$ cat src/verilog/psx_consts.vh
// Constants for the pulse input scaling extension block
`ifndef PSX_CONSTS_VH
`define PSX_CONSTS_VH
`define PSX_CMD_WR_LATCH_CFG 8'hA0
`define PSX_CMD_WR_SCALE_CFG 8'hA1
`define PSX_CMD_WR_ENV_TWO 8'h9D
`define PSX_CMD_RD_LATCH_CFG 8'hE0
`define PSX_CMD_RD_SCALE_CFG 8'hE1
`define PSX_CMD_RD_ENV_TWO 8'hDD
`define PSX_CMD_RD_STATUS 8'hF1
`define PSX_CMD_RD_ARC 8'hFD
`define PSX_CMD_RD_CNT_BASE 8'hE4
`define PSX_CMD_STOP 8'h49
`define PSX_CMD_RESID_LO 8'h54
`define PSX_CMD_RESID_HI 8'h57
`define PSX_CMD_PRESET 8'h4F
`define PSX_LCLR_LSB 24
`define PSX_FEED_BIT 15
`define PSX_DIV_LSB 16
`define PSX_DIV_MSB 26
`define PSX_MUL_LSB 27
`define PSX_MUL_MSB 31
`define PSX_DISABLE_BIT 31
`define PSX_CMP5_LVL_LSB 18
`define PSX_OP_LVL_LSB 20
`define PSX_DIV_FULL 12'h800
`define PSX_RESET_WORD 32'h00000000
`endif

$ cat src/verilog/psx_pulse_scale.v
// Pulse input scaling, latch-clear counters, status and arc resume logic
//
// Behaviour
// - Each counter with latch-clear enabled is cleared when its value is latched.
// - With feed-through set, a burst already in flight keeps flowing after stop; new input pulses are not taken.
// - Input rate is divided by eleven-bit setting over 2048, bits 16 to 26.
// - Input rate is multiplied by five-bit field plus one, bits 27 to 31.
// - Status bits 18 to 19 show compare-five pre-register queue level.
// - Status bits 20 to 21 show operation pre-register queue level.
// - Read-only arc step count register; bit 31 always reads zero.
// - Residual start commands 54h to 57h resume a stopped arc.
// - Pair disable bit 31 of env config two ignores external pulse pair.
`include "psx_consts.vh"
`timescale 1ns/1ns
`default_nettype none
module psx_pulse_scale #(
  parameter MUL_W = 5,
  parameter DIV_W = 11
) (
  input wire clk,
  input wire rst,
  input wire buf_wr,
  input wire [31:0] buf_wdata,
  input wire cmd_wr,
  input wire [7:0] cmd_code,
  output reg [31:0] buf_rdata,
  input wire pair_pulse,
  input wire [3:0] count_event,
  input wire [3:0] latch_event,
  input wire arc_step,
  input wire arc_done,
  input wire [1:0] cmp_five_queue_level,
  input wire [1:0] op_queue_level,
  input wire [15:0] status_low,
  input wire [1:0] status_misc,
  output wire out_valid,
  input wire out_ready,
  output wire out_pulse,
  output reg arc_resume,
  output reg arc_active
);
  reg [31:0] buf_r;
  reg [31:0] latch_sync_config_r;
  reg [31:0] pulse_input_scale_config_r;
  reg [31:0] env_config_two_r;
  reg [30:0] arc_cnt_r;
  reg arc_stopped_r;
  reg [31:0] cnt_r [0:3];
  reg [31:0] latch_r [0:3];
  reg [11:0] acc_r;
  reg [5:0] mul_left_r;
  reg pend_r;
  reg stopping_r;
  reg [1:0] fifo_cnt_r;
  wire [DIV_W-1:0] input_divide_setting;
  wire [MUL_W-1:0] input_multiply_setting;
  wire stop_feed_through;
  wire pulse_pair_disable;
  wire cmd_stop;
  wire in_ok;
  wire fifo_in_ready;
  wire gen_pulse;
  wire [12:0] acc_sum;
  wire [31:0] extended_status;
  // Command decode and named fields
  wire cmd_preset;
  wire cmd_resid;
  wire stop_blocked;
  wire acc_carry;
  wire latch_clear_en_one;
  wire latch_clear_en_two;
  wire latch_clear_en_three;
  wire latch_clear_en_four;
  wire [3:0] latch_clear_en;
  wire [31:0] arc_step_count;
  // Buffer occupancy next value
  reg [1:0] fifo_cnt_nxt;

  assign input_divide_setting = pulse_input_scale_config_r[`PSX_DIV_MSB:`PSX_DIV_LSB];
  assign input_multiply_setting = pulse_input_scale_config_r[`PSX_MUL_MSB:`PSX_MUL_LSB];
  assign stop_feed_through = pulse_input_scale_config_r[`PSX_FEED_BIT];
  assign pulse_pair_disable = env_config_two_r[`PSX_DISABLE_BIT];
  assign cmd_stop = cmd_wr && (cmd_code == `PSX_CMD_STOP);

  // Operation command decode; resume codes form one contiguous range
  assign cmd_preset = cmd_wr && (cmd_code == `PSX_CMD_PRESET);
  assign cmd_resid = cmd_wr && (cmd_code >= `PSX_CMD_RESID_LO) && (cmd_code <= `PSX_CMD_RESID_HI);
  // Stop takes hold in the very cycle the command lands
  assign stop_blocked = stopping_r || cmd_stop;

  // Latch-clear enables, one per counter
  assign latch_clear_en_one = latch_sync_config_r[`PSX_LCLR_LSB];
  assign latch_clear_en_two = latch_sync_config_r[`PSX_LCLR_LSB + 1];
  assign latch_clear_en_three = latch_sync_config_r[`PSX_LCLR_LSB + 2];
  assign latch_clear_en_four = latch_sync_config_r[`PSX_LCLR_LSB + 3];
  assign latch_clear_en = {latch_clear_en_four, latch_clear_en_three, latch_clear_en_two, latch_clear_en_one};

  // Read-only arc step word; top bit is wired to zero
  assign arc_step_count = {1'b0, arc_cnt_r};

  // Host buffer and register write commands
  // Words reach a register only through the buffer
  always @(posedge clk or posedge rst) begin
    if (rst) begin
      buf_r <= `PSX_RESET_WORD;
      latch_sync_config_r <= `PSX_RESET_WORD;
      pulse_input_scale_config_r <= `PSX_RESET_WORD;
      env_config_two_r <= `PSX_RESET_WORD;
    end else begin
      // Buffer load
      if (buf_wr) begin
        buf_r <= buf_wdata;
      end
      if (cmd_wr) begin
        case (cmd_code)
          `PSX_CMD_WR_LATCH_CFG: begin
            latch_sync_config_r <= buf_r;
          end
          `PSX_CMD_WR_SCALE_CFG: begin
            pulse_input_scale_config_r <= buf_r;
          end
          `PSX_CMD_WR_ENV_TWO: begin
            env_config_two_r <= buf_r;
          end
          default: ;
        endcase
      end
    end
  end

  // Status word assembly
  // Reserved top bits read as zero
  assign extended_status = {10'h000, op_queue_level, cmp_five_queue_level,
                            status_misc, status_low};

  // Read commands load the read-back word
  // A buffer write also shows through, so the host sees what it loaded
  always @(posedge clk or posedge rst) begin
    if (rst) begin
      buf_rdata <= `PSX_RESET_WORD;
    end else if (buf_wr) begin
      buf_rdata <= buf_wdata;
    end else if (cmd_wr) begin
      // Unknown codes leave the word as it stands
      case (cmd_code)
        `PSX_CMD_RD_LATCH_CFG: begin
          buf_rdata <= latch_sync_config_r;
        end
        `PSX_CMD_RD_SCALE_CFG: begin
          buf_rdata <= pulse_input_scale_config_r;
        end
        `PSX_CMD_RD_ENV_TWO: begin
          buf_rdata <= env_config_two_r;
        end
        `PSX_CMD_RD_STATUS: begin
          buf_rdata <= extended_status;
        end
        `PSX_CMD_RD_ARC: begin
          buf_rdata <= arc_step_count;
        end
        `PSX_CMD_RD_CNT_BASE: begin
          buf_rdata <= latch_r[0];
        end
        `PSX_CMD_RD_CNT_BASE + 8'h01: begin
          buf_rdata <= latch_r[1];
        end
        `PSX_CMD_RD_CNT_BASE + 8'h02: begin
          buf_rdata <= latch_r[2];
        end
        `PSX_CMD_RD_CNT_BASE + 8'h03: begin
          buf_rdata <= latch_r[3];
        end
        default: buf_rdata <= buf_rdata;
      endcase
    end
  end

  // Four counters with latch and optional clear
  genvar gi;
  generate
    // One counter and latch per entry, in read command order
    for (gi = 0; gi < 4; gi = gi + 1) begin : g_cnt
      always @(posedge clk or posedge rst) begin
        if (rst) begin
          cnt_r[gi] <= `PSX_RESET_WORD;
          latch_r[gi] <= `PSX_RESET_WORD;
        end else begin
          if (latch_event[gi]) begin
            latch_r[gi] <= cnt_r[gi];
          end
          // Clear beats a count in the same cycle; that count is dropped
          if (latch_event[gi] && latch_clear_en[gi]) begin
            cnt_r[gi] <= `PSX_RESET_WORD;
          end else if (count_event[gi]) begin
            cnt_r[gi] <= cnt_r[gi] + 32'h00000001;
          end
        end
      end
    end
  endgenerate

  // Input pulse accepted unless disabled or stopped, whatever the feed-through bit
  // Disable wins over everything on the pair input
  assign in_ok = pair_pulse && !pulse_pair_disable;

  // Fractional divider: accumulate setting, carry at 2048
  // The remainder is kept, so the long-run rate is exact
  assign acc_sum = {2'b00, acc_r[10:0]} + {2'b00, input_divide_setting};
  assign acc_carry = (acc_sum >= {1'b0, `PSX_DIV_FULL});

  // Multiplier burst: each divided pulse yields setting plus one outputs
  // Push only when the buffer has room
  assign gen_pulse = (mul_left_r != 6'h00) && fifo_in_ready;

  always @(posedge clk or posedge rst) begin
    if (rst) begin
      acc_r <= 12'h000;
      mul_left_r <= 6'h00;
      pend_r <= 1'b0;
      stopping_r <= 1'b0;
    end else begin
      // Stop state holds until the preset command
      if (cmd_stop) begin
        stopping_r <= 1'b1;
      end else if (cmd_preset) begin
        stopping_r <= 1'b0;
      end
      if (in_ok && !stop_blocked) begin
        acc_r <= {1'b0, acc_sum[10:0]};
        if (acc_carry) begin
          pend_r <= 1'b1;
        end
      end
      // Without feed-through a stop drops the burst in flight
      if (stop_blocked && !stop_feed_through) begin
        mul_left_r <= 6'h00;
        pend_r <= 1'b0;
      end else if (mul_left_r == 6'h00 && pend_r) begin
        mul_left_r <= {1'b0, input_multiply_setting} + 6'h01;
        pend_r <= 1'b0;
      end else if (gen_pulse) begin
        mul_left_r <= mul_left_r - 6'h01;
      end
    end
  end

  // Two-entry output buffer
  // A stalled receiver backs up into the burst counter; only one further divided pulse can wait in pend_r
  assign fifo_in_ready = (fifo_cnt_r != 2'b10);
  assign out_valid = (fifo_cnt_r != 2'b00);
  assign out_pulse = out_valid && out_ready;

  // Occupancy next value: push, pop, or both at once
  always @* begin
    fifo_cnt_nxt = fifo_cnt_r;
    case ({gen_pulse, out_pulse})
      2'b10: fifo_cnt_nxt = fifo_cnt_r + 2'b01;
      2'b01: fifo_cnt_nxt = fifo_cnt_r - 2'b01;
      default: fifo_cnt_nxt = fifo_cnt_r;
    endcase
  end

  // Occupancy register
  always @(posedge clk or posedge rst) begin
    if (rst) begin
      fifo_cnt_r <= 2'b00;
    end else begin
      fifo_cnt_r <= fifo_cnt_nxt;
    end
  end

  // Arc step counter with stop and residual resume
  always @(posedge clk or posedge rst) begin
    if (rst) begin
      arc_cnt_r <= 31'h00000000;
      arc_stopped_r <= 1'b0;
      arc_active <= 1'b0;
      arc_resume <= 1'b0;
    end else begin
      arc_resume <= 1'b0;
      // Resume only acts when an arc was cut short
      if (cmd_resid && arc_stopped_r) begin
        arc_resume <= 1'b1;
        arc_active <= 1'b1;
        arc_stopped_r <= 1'b0;
      // Stop only marks an arc that is running
      end else if (cmd_stop && arc_active) begin
        arc_active <= 1'b0;
        arc_stopped_r <= 1'b1;
      end else if (arc_done) begin
        // Normal completion clears the count for the next arc
        arc_active <= 1'b0;
        arc_stopped_r <= 1'b0;
        arc_cnt_r <= 31'h00000000;
      end else if (arc_step) begin
        arc_active <= 1'b1;
        arc_cnt_r <= arc_cnt_r + 31'h00000001;
      end
    end
  end
endmodule
`default_nettype wire

$ cat config.mk
export PLATFORM = sky130hd
export DESIGN_NAME = psx_pulse_scale
export DESIGN_NICKNAME = d
export VERILOG_FILES = /design/src/verilog/psx_pulse_scale.v
export VERILOG_INCLUDE_DIRS = /design/src /design/src/verilog
export SDC_FILE = /design/constraint.sdc
export NUM_CORES = 1
export LEC_CHECK = 0
export BUFFER_PORTS_ARGS = -buffer_cell sky130_fd_sc_hd__buf_2
export CORE_MARGIN = 4
export CORE_UTILIZATION = 35
export DETAILED_ROUTE_END_ITERATION = 10
export PLACE_DENSITY = 0.6
export SLEW_MARGIN = 20
export SYNTH_ARGS = -nofsm -noshare
export SYNTH_HDL_FRONTEND = slang
export SYNTH_SLANG_ARGS = --single-unit
export TNS_END_PERCENT = 100
$ cat constraint.sdc
create_clock -name clk -period 32.6 [get_ports clk]
set_clock_uncertainty 0.2 [all_clocks]
set_input_delay 4.89 -clock clk [delete_from_list [all_inputs] [get_ports clk]]
set_output_delay 4.89 -clock clk [all_outputs]
set_load 0.02 [all_outputs]
; After elaboration in Yosys (flattened, before gate mapping)
; Index checks and enable logic that the tools add are counted.
[op_classes]
eq_ne = 17
bitwise_logic = 2
n_reduce_logical = 43
add_sub_neg = 10
n_mux = 31
order_cmp = 3
[op_table]
columns = op, count
row1 = $mux 32, 10
row2 = $pmux 32 s9, 1
row3 = $add 32x1->32 const B, 4
row4 = $eq 8x8->1 const B, 12
row5 = $mux 31, 2
row6 = $add 31x1->31 const B, 1
row7 = $mux 6, 3
row8 = $reduce_bool 2->1, 9
row9 = $eq 8x7->1 const B, 2
row10 = $logic_and 1x1->1, 16
row11 = $mux 1, 14
row12 = $add 11x11->12, 1
row13 = $ge 12x12->1 const B, 1
row14 = $reduce_bool 3->1, 4
row15 = $reduce_and 2->1, 5
row16 = $reduce_bool 10->1, 1
row17 = $ge 8x7->1 const B, 1
row18 = $le 8x7->1 const B, 1
row19 = $add 5x1->6 const B, 1
row20 = $logic_not 6->1, 1
row21 = $reduce_bool 6->1, 1
row22 = $sub 6x1->6 const B, 1
row23 = $pmux 2 s2, 1
row24 = $reduce_bool 4->1, 1
row25 = other kinds (9), 12
[totals]
elab_cells = 128
register_bits = 471
in_bits = 78
out_inout_bits = 36

; Longest topological paths before layout
[logic_depth]
word_depth = 8
depth_mapped = 9
depth_no_buf = 9

; Worst setup path before layout
; OpenSTA, ideal clock, no wires.
[synth_timing]
path_type = input-to-output
startpoint = input out_ready
endpoint = output out_pulse
cell_stages = 1
arrival_time_ns = 5.121
setup_slack_ns = 22.389
n_path_buf = 0
required_ns = 27.510
cell_sequence = and2_1
[synth_via]
elab_chain_cells = 1
[synth_lines]
columns = element, line
row1 = start: declaration, psx_pulse_scale.v:37  ; input wire out_ready,
row2 = $logic_and 1x1->1, psx_pulse_scale.v:251  ; assign out_pulse = out_valid && out_ready;
row3 = end: declaration, psx_pulse_scale.v:38  ; output wire out_pulse,
; Every way passes these cells.

; Worst setup path after layout
; Ends and elaborated chain as after synthesis.

==> flow_summary_export.csv <==
group,metric,value,unit
worst_setup_path,endpoint_kind,"output pin",
worst_setup_path,critPathMaxStageDelay,160,ps
synth,async_reset_ff_share,100,%
sta,finalSetupViolCount,0,
routing,drtPass1Iterations,5,
synth,synth_nets,2058,
floorplan,start_util,35.6,%
placement,port_buffers,113,
synth,synth-xor-area-share,5.20,%
finish,syn_to_final_growth,13.7,%
power_and_ir_drop,p_clk_share,40.1,%
worst_setup_path,reg2reg_setup_slack,29840,ps
worst_setup_path,crit_family,"buffers and inverters",
routing,wire_per_inst,21.2,um
floorplan,core_area,63400,um2
worst_setup_path,crit_fanout,2,
finish,final_cell_mix,"dfrtp_1, mux2_2, nor2_1",
worst_setup_path,crit_buf_inv,2,
run_status,status,"completed",
synth,yosys.area_share.simple,12.9,%
power_and_ir_drop,leakage,11.3,nW
global_routing,grt_pass1_wl,95700,um
global_routing,grt_overflow,0,
power_and_ir_drop,power_density,57.8,nW/um2
power_and_ir_drop,power_switching,0.404,mW
synth,synth-main-ff-cell,"dfrtp_1",
worst_setup_path,path_common_cell,"buf_2",
synth,synth_area,22600,um2
finish,final_common_cell,"dfrtp_1",
sta,min_period,10360,ps
worst_setup_path,worst-r2r-cell-count,5,
clock_tree,cts-root-buf,"clkbuf_16",
finish,fin_util,40.5,%
hold_path,min_path_type,"reg -> reg",
finish,finalNetCount,2132,
power_and_ir_drop,p_comb_share,12.6,%
clock_tree,cts_max_path_buffers,3,
clock_tree,htreeDepth,2,
hold_path,min-delay-start,"acc_r[9]",
synth,synth_compound_area_share,8.32,%
synth,synthMuxAreaShare,17.3,%
clock_tree,ctsResizeCount,0,
placement,gp_congestion,0.844,
finish,nFillCells,6017,
floorplan,num_rows,92,
synth,synth_top_family_by_area,"multiplexers",
hold_path,min_to,"acc_r[9]",
floorplan,die_x,262,um
routing,num_vias,16100,
sta,maxSlewHeadroom,23.5,%
global_routing,grt_pass1_vias,16100,
synth,synth_fa_ha_area_share,1.14,%
worst_setup_path,arrival,5270,ps
synth,synth_cells,1960,
power_and_ir_drop,switching_share,27.2,%
sta,timing.setup.tns,0,ps
run,maxCapViolations,0,
sta,rsz0062_at_grt,"false",
clock_tree,cts_hold_buf,0,
synth,yosysWarningCount,0,
hold_path,hold_depth,2,
finish,drive_gt1_share,26.0,%
clock_tree,cts_setup_buffers,0,
sta,slew_viol_final,0,
worst_setup_path,path_cells,"buf_2 -> and2_1 -> buf_2",
sta,fin_crit_sh,31.8,%
power_and_ir_drop,intPower,1.08,mW
power_and_ir_drop,max-vdd-ir-drop,0.0358,mV
sta,worst_pin_slew,1150,ps
routing,ant_nets,0,
worst_setup_path,r2r_start,"arc_cnt_r[4]",
global_routing,grt_use_total,17.8,%
clock_tree,cts.clk_slew.worst_paths,60,ps
floorplan,num_io_pins,114,
placement,place_hpwl,42500,um
power_and_ir_drop,p_seq_share,47.3,%
global_routing,antenna_found_initial,9,
routing,drt_wl_total,62100,um
clock_tree,clock_latency,590,ps
sta,hold_violations,0,
worst_setup_path,r2r-end,"arc_cnt_r[25]",
synth,synth_area_leader_cell,"dfrtp_1",
clock_tree,cts_tree,"built",
clock_tree,cts_inserted_buffers,50,
sta,max_freq,0.0965,GHz
synth,yosysSeqAreaShare,52.2,%
floorplan,fp.dieH,262,um
worst_setup_path,cp-start-kind,"primary input",
synth,yosys-top-cells-area,"dfrtp_1, mux2_2, xnor2_1",
floorplan,fp.dieArea,68600,um2
worst_setup_path,required,27510,ps
routing,drc,0,
routing,drtIter0Drc,1307,
global_routing,grt_max_degree,131,
routing,viasPerCell,5.50,
synth,synth-edff-count,0,
clock_tree,cts_sinks,471,
synth,ys_types,66,
worst_setup_path,crit_slowest_cell,"buf_2",
synth,post_synth.cell_area_avg,11.5,um2
synth,synth_top_area_share,52.2,%
worst_setup_path,crit_type,"in -> out",
synth,synth-seq-cells,471,
## through the flow
| step | cells | area, um2 | hold WS [ps] | power, mW | setup slack (ps) |
|---|---|---|---|---|---|
| floorplan | 1960 | 22600 | 254 | 0.827 | 14370 |
| finish | 2925 | 25700 | 293 | 1.48 | 22240 |
| CTS | 2920 | 25600 | 293 | 1.50 | 22230 |
| global route | 2925 | 25700 | 313 | 1.55 | 22220 |
| detailed placement | 2828 | 23900 | 279 | 0.899 | 22230 |
| global placement | 2828 | 23900 | 267 | 0.890 | 22220 |
## how the worst max path moves through the flow
stage / from / to / slack, ps / cells after the start
2_1_floorplan: rst / acc_r[0] / 14370 / 1
3_3_place_gp: out_ready / out_pulse / 22220 / 3
3_5_place_dp: out_ready / out_pulse / 22230 / 3
4_1_cts: out_ready / out_pulse / 22230 / 3
5_1_grt: out_ready / out_pulse / 22220 / 3
6_report: out_ready / out_pulse / 22240 / 3
## final cells by class
cell class              instances  area, um2  area share (%)
inverters                      39        154           0.600
flip-flops and latches        471      11800            45.9
repair buffers                142        791            3.08
multi-input cells            1330      10100            39.5
clock inverters                25        264            1.03
well taps                     846       1060            4.13
clock buffers                  67       1450            5.65
diodes                          5       12.5          0.0488
## cells by family after synthesis
family | after synthesis
adder cells (fa/ha/maj) | 20
XOR/XNOR | 134
buffers and inverters | 159
AO/OA/AOI/OAI | 295
AND/OR/NAND/NOR | 552
multiplexers | 329
flip-flops | 471
## synthesized netlist by cell type (all sizes together) (39+ instances only)
cell type	n
a21oi	96
clkbuf	82
dfrtp	471
inv	39
mux2	269
nand2	71
nand3	61
nor2	173
nor4	45
o21ai	40
o22ai	42
xnor2	92
xor2	42
## tightest hold or removal path, cell delays in order, from the launching register on
cell	delay, ps
dfrtp_1	340
nand2_1	50
o21ai_0	70
## flip-flops by register name, indices dropped and copies added (netlist names), 31 cells and up
name	flops
pulse_input_scale_config_r	32
env_config_two_r	32
latch_sync_config_r	32
arc_cnt_r	31
buf_rdata	32
cnt_r	128
latch_r	128
buf_r	32
## metal layers
metal	global-route usage, %	share of wire, %	vias up
met5	0	0	-
met4	6.48	3.3	0
met3	3.38	5.8	122
met2	28.3	47	467
met1	24.5	44	8182
li1	-	-	7322
## power by group through the flow
stage	Sequential (mW)	Combinational [mW]	Clock, mW
after global routing	0.709	0.208	0.631
after detailed placement	0.712	0.187	0
after CTS	0.702	0.188	0.608
after floorplan	0.695	0.133	0
after global placement	0.709	0.181	0
final	0.701	0.186	0.595
(Power assumes the default switching activity.)
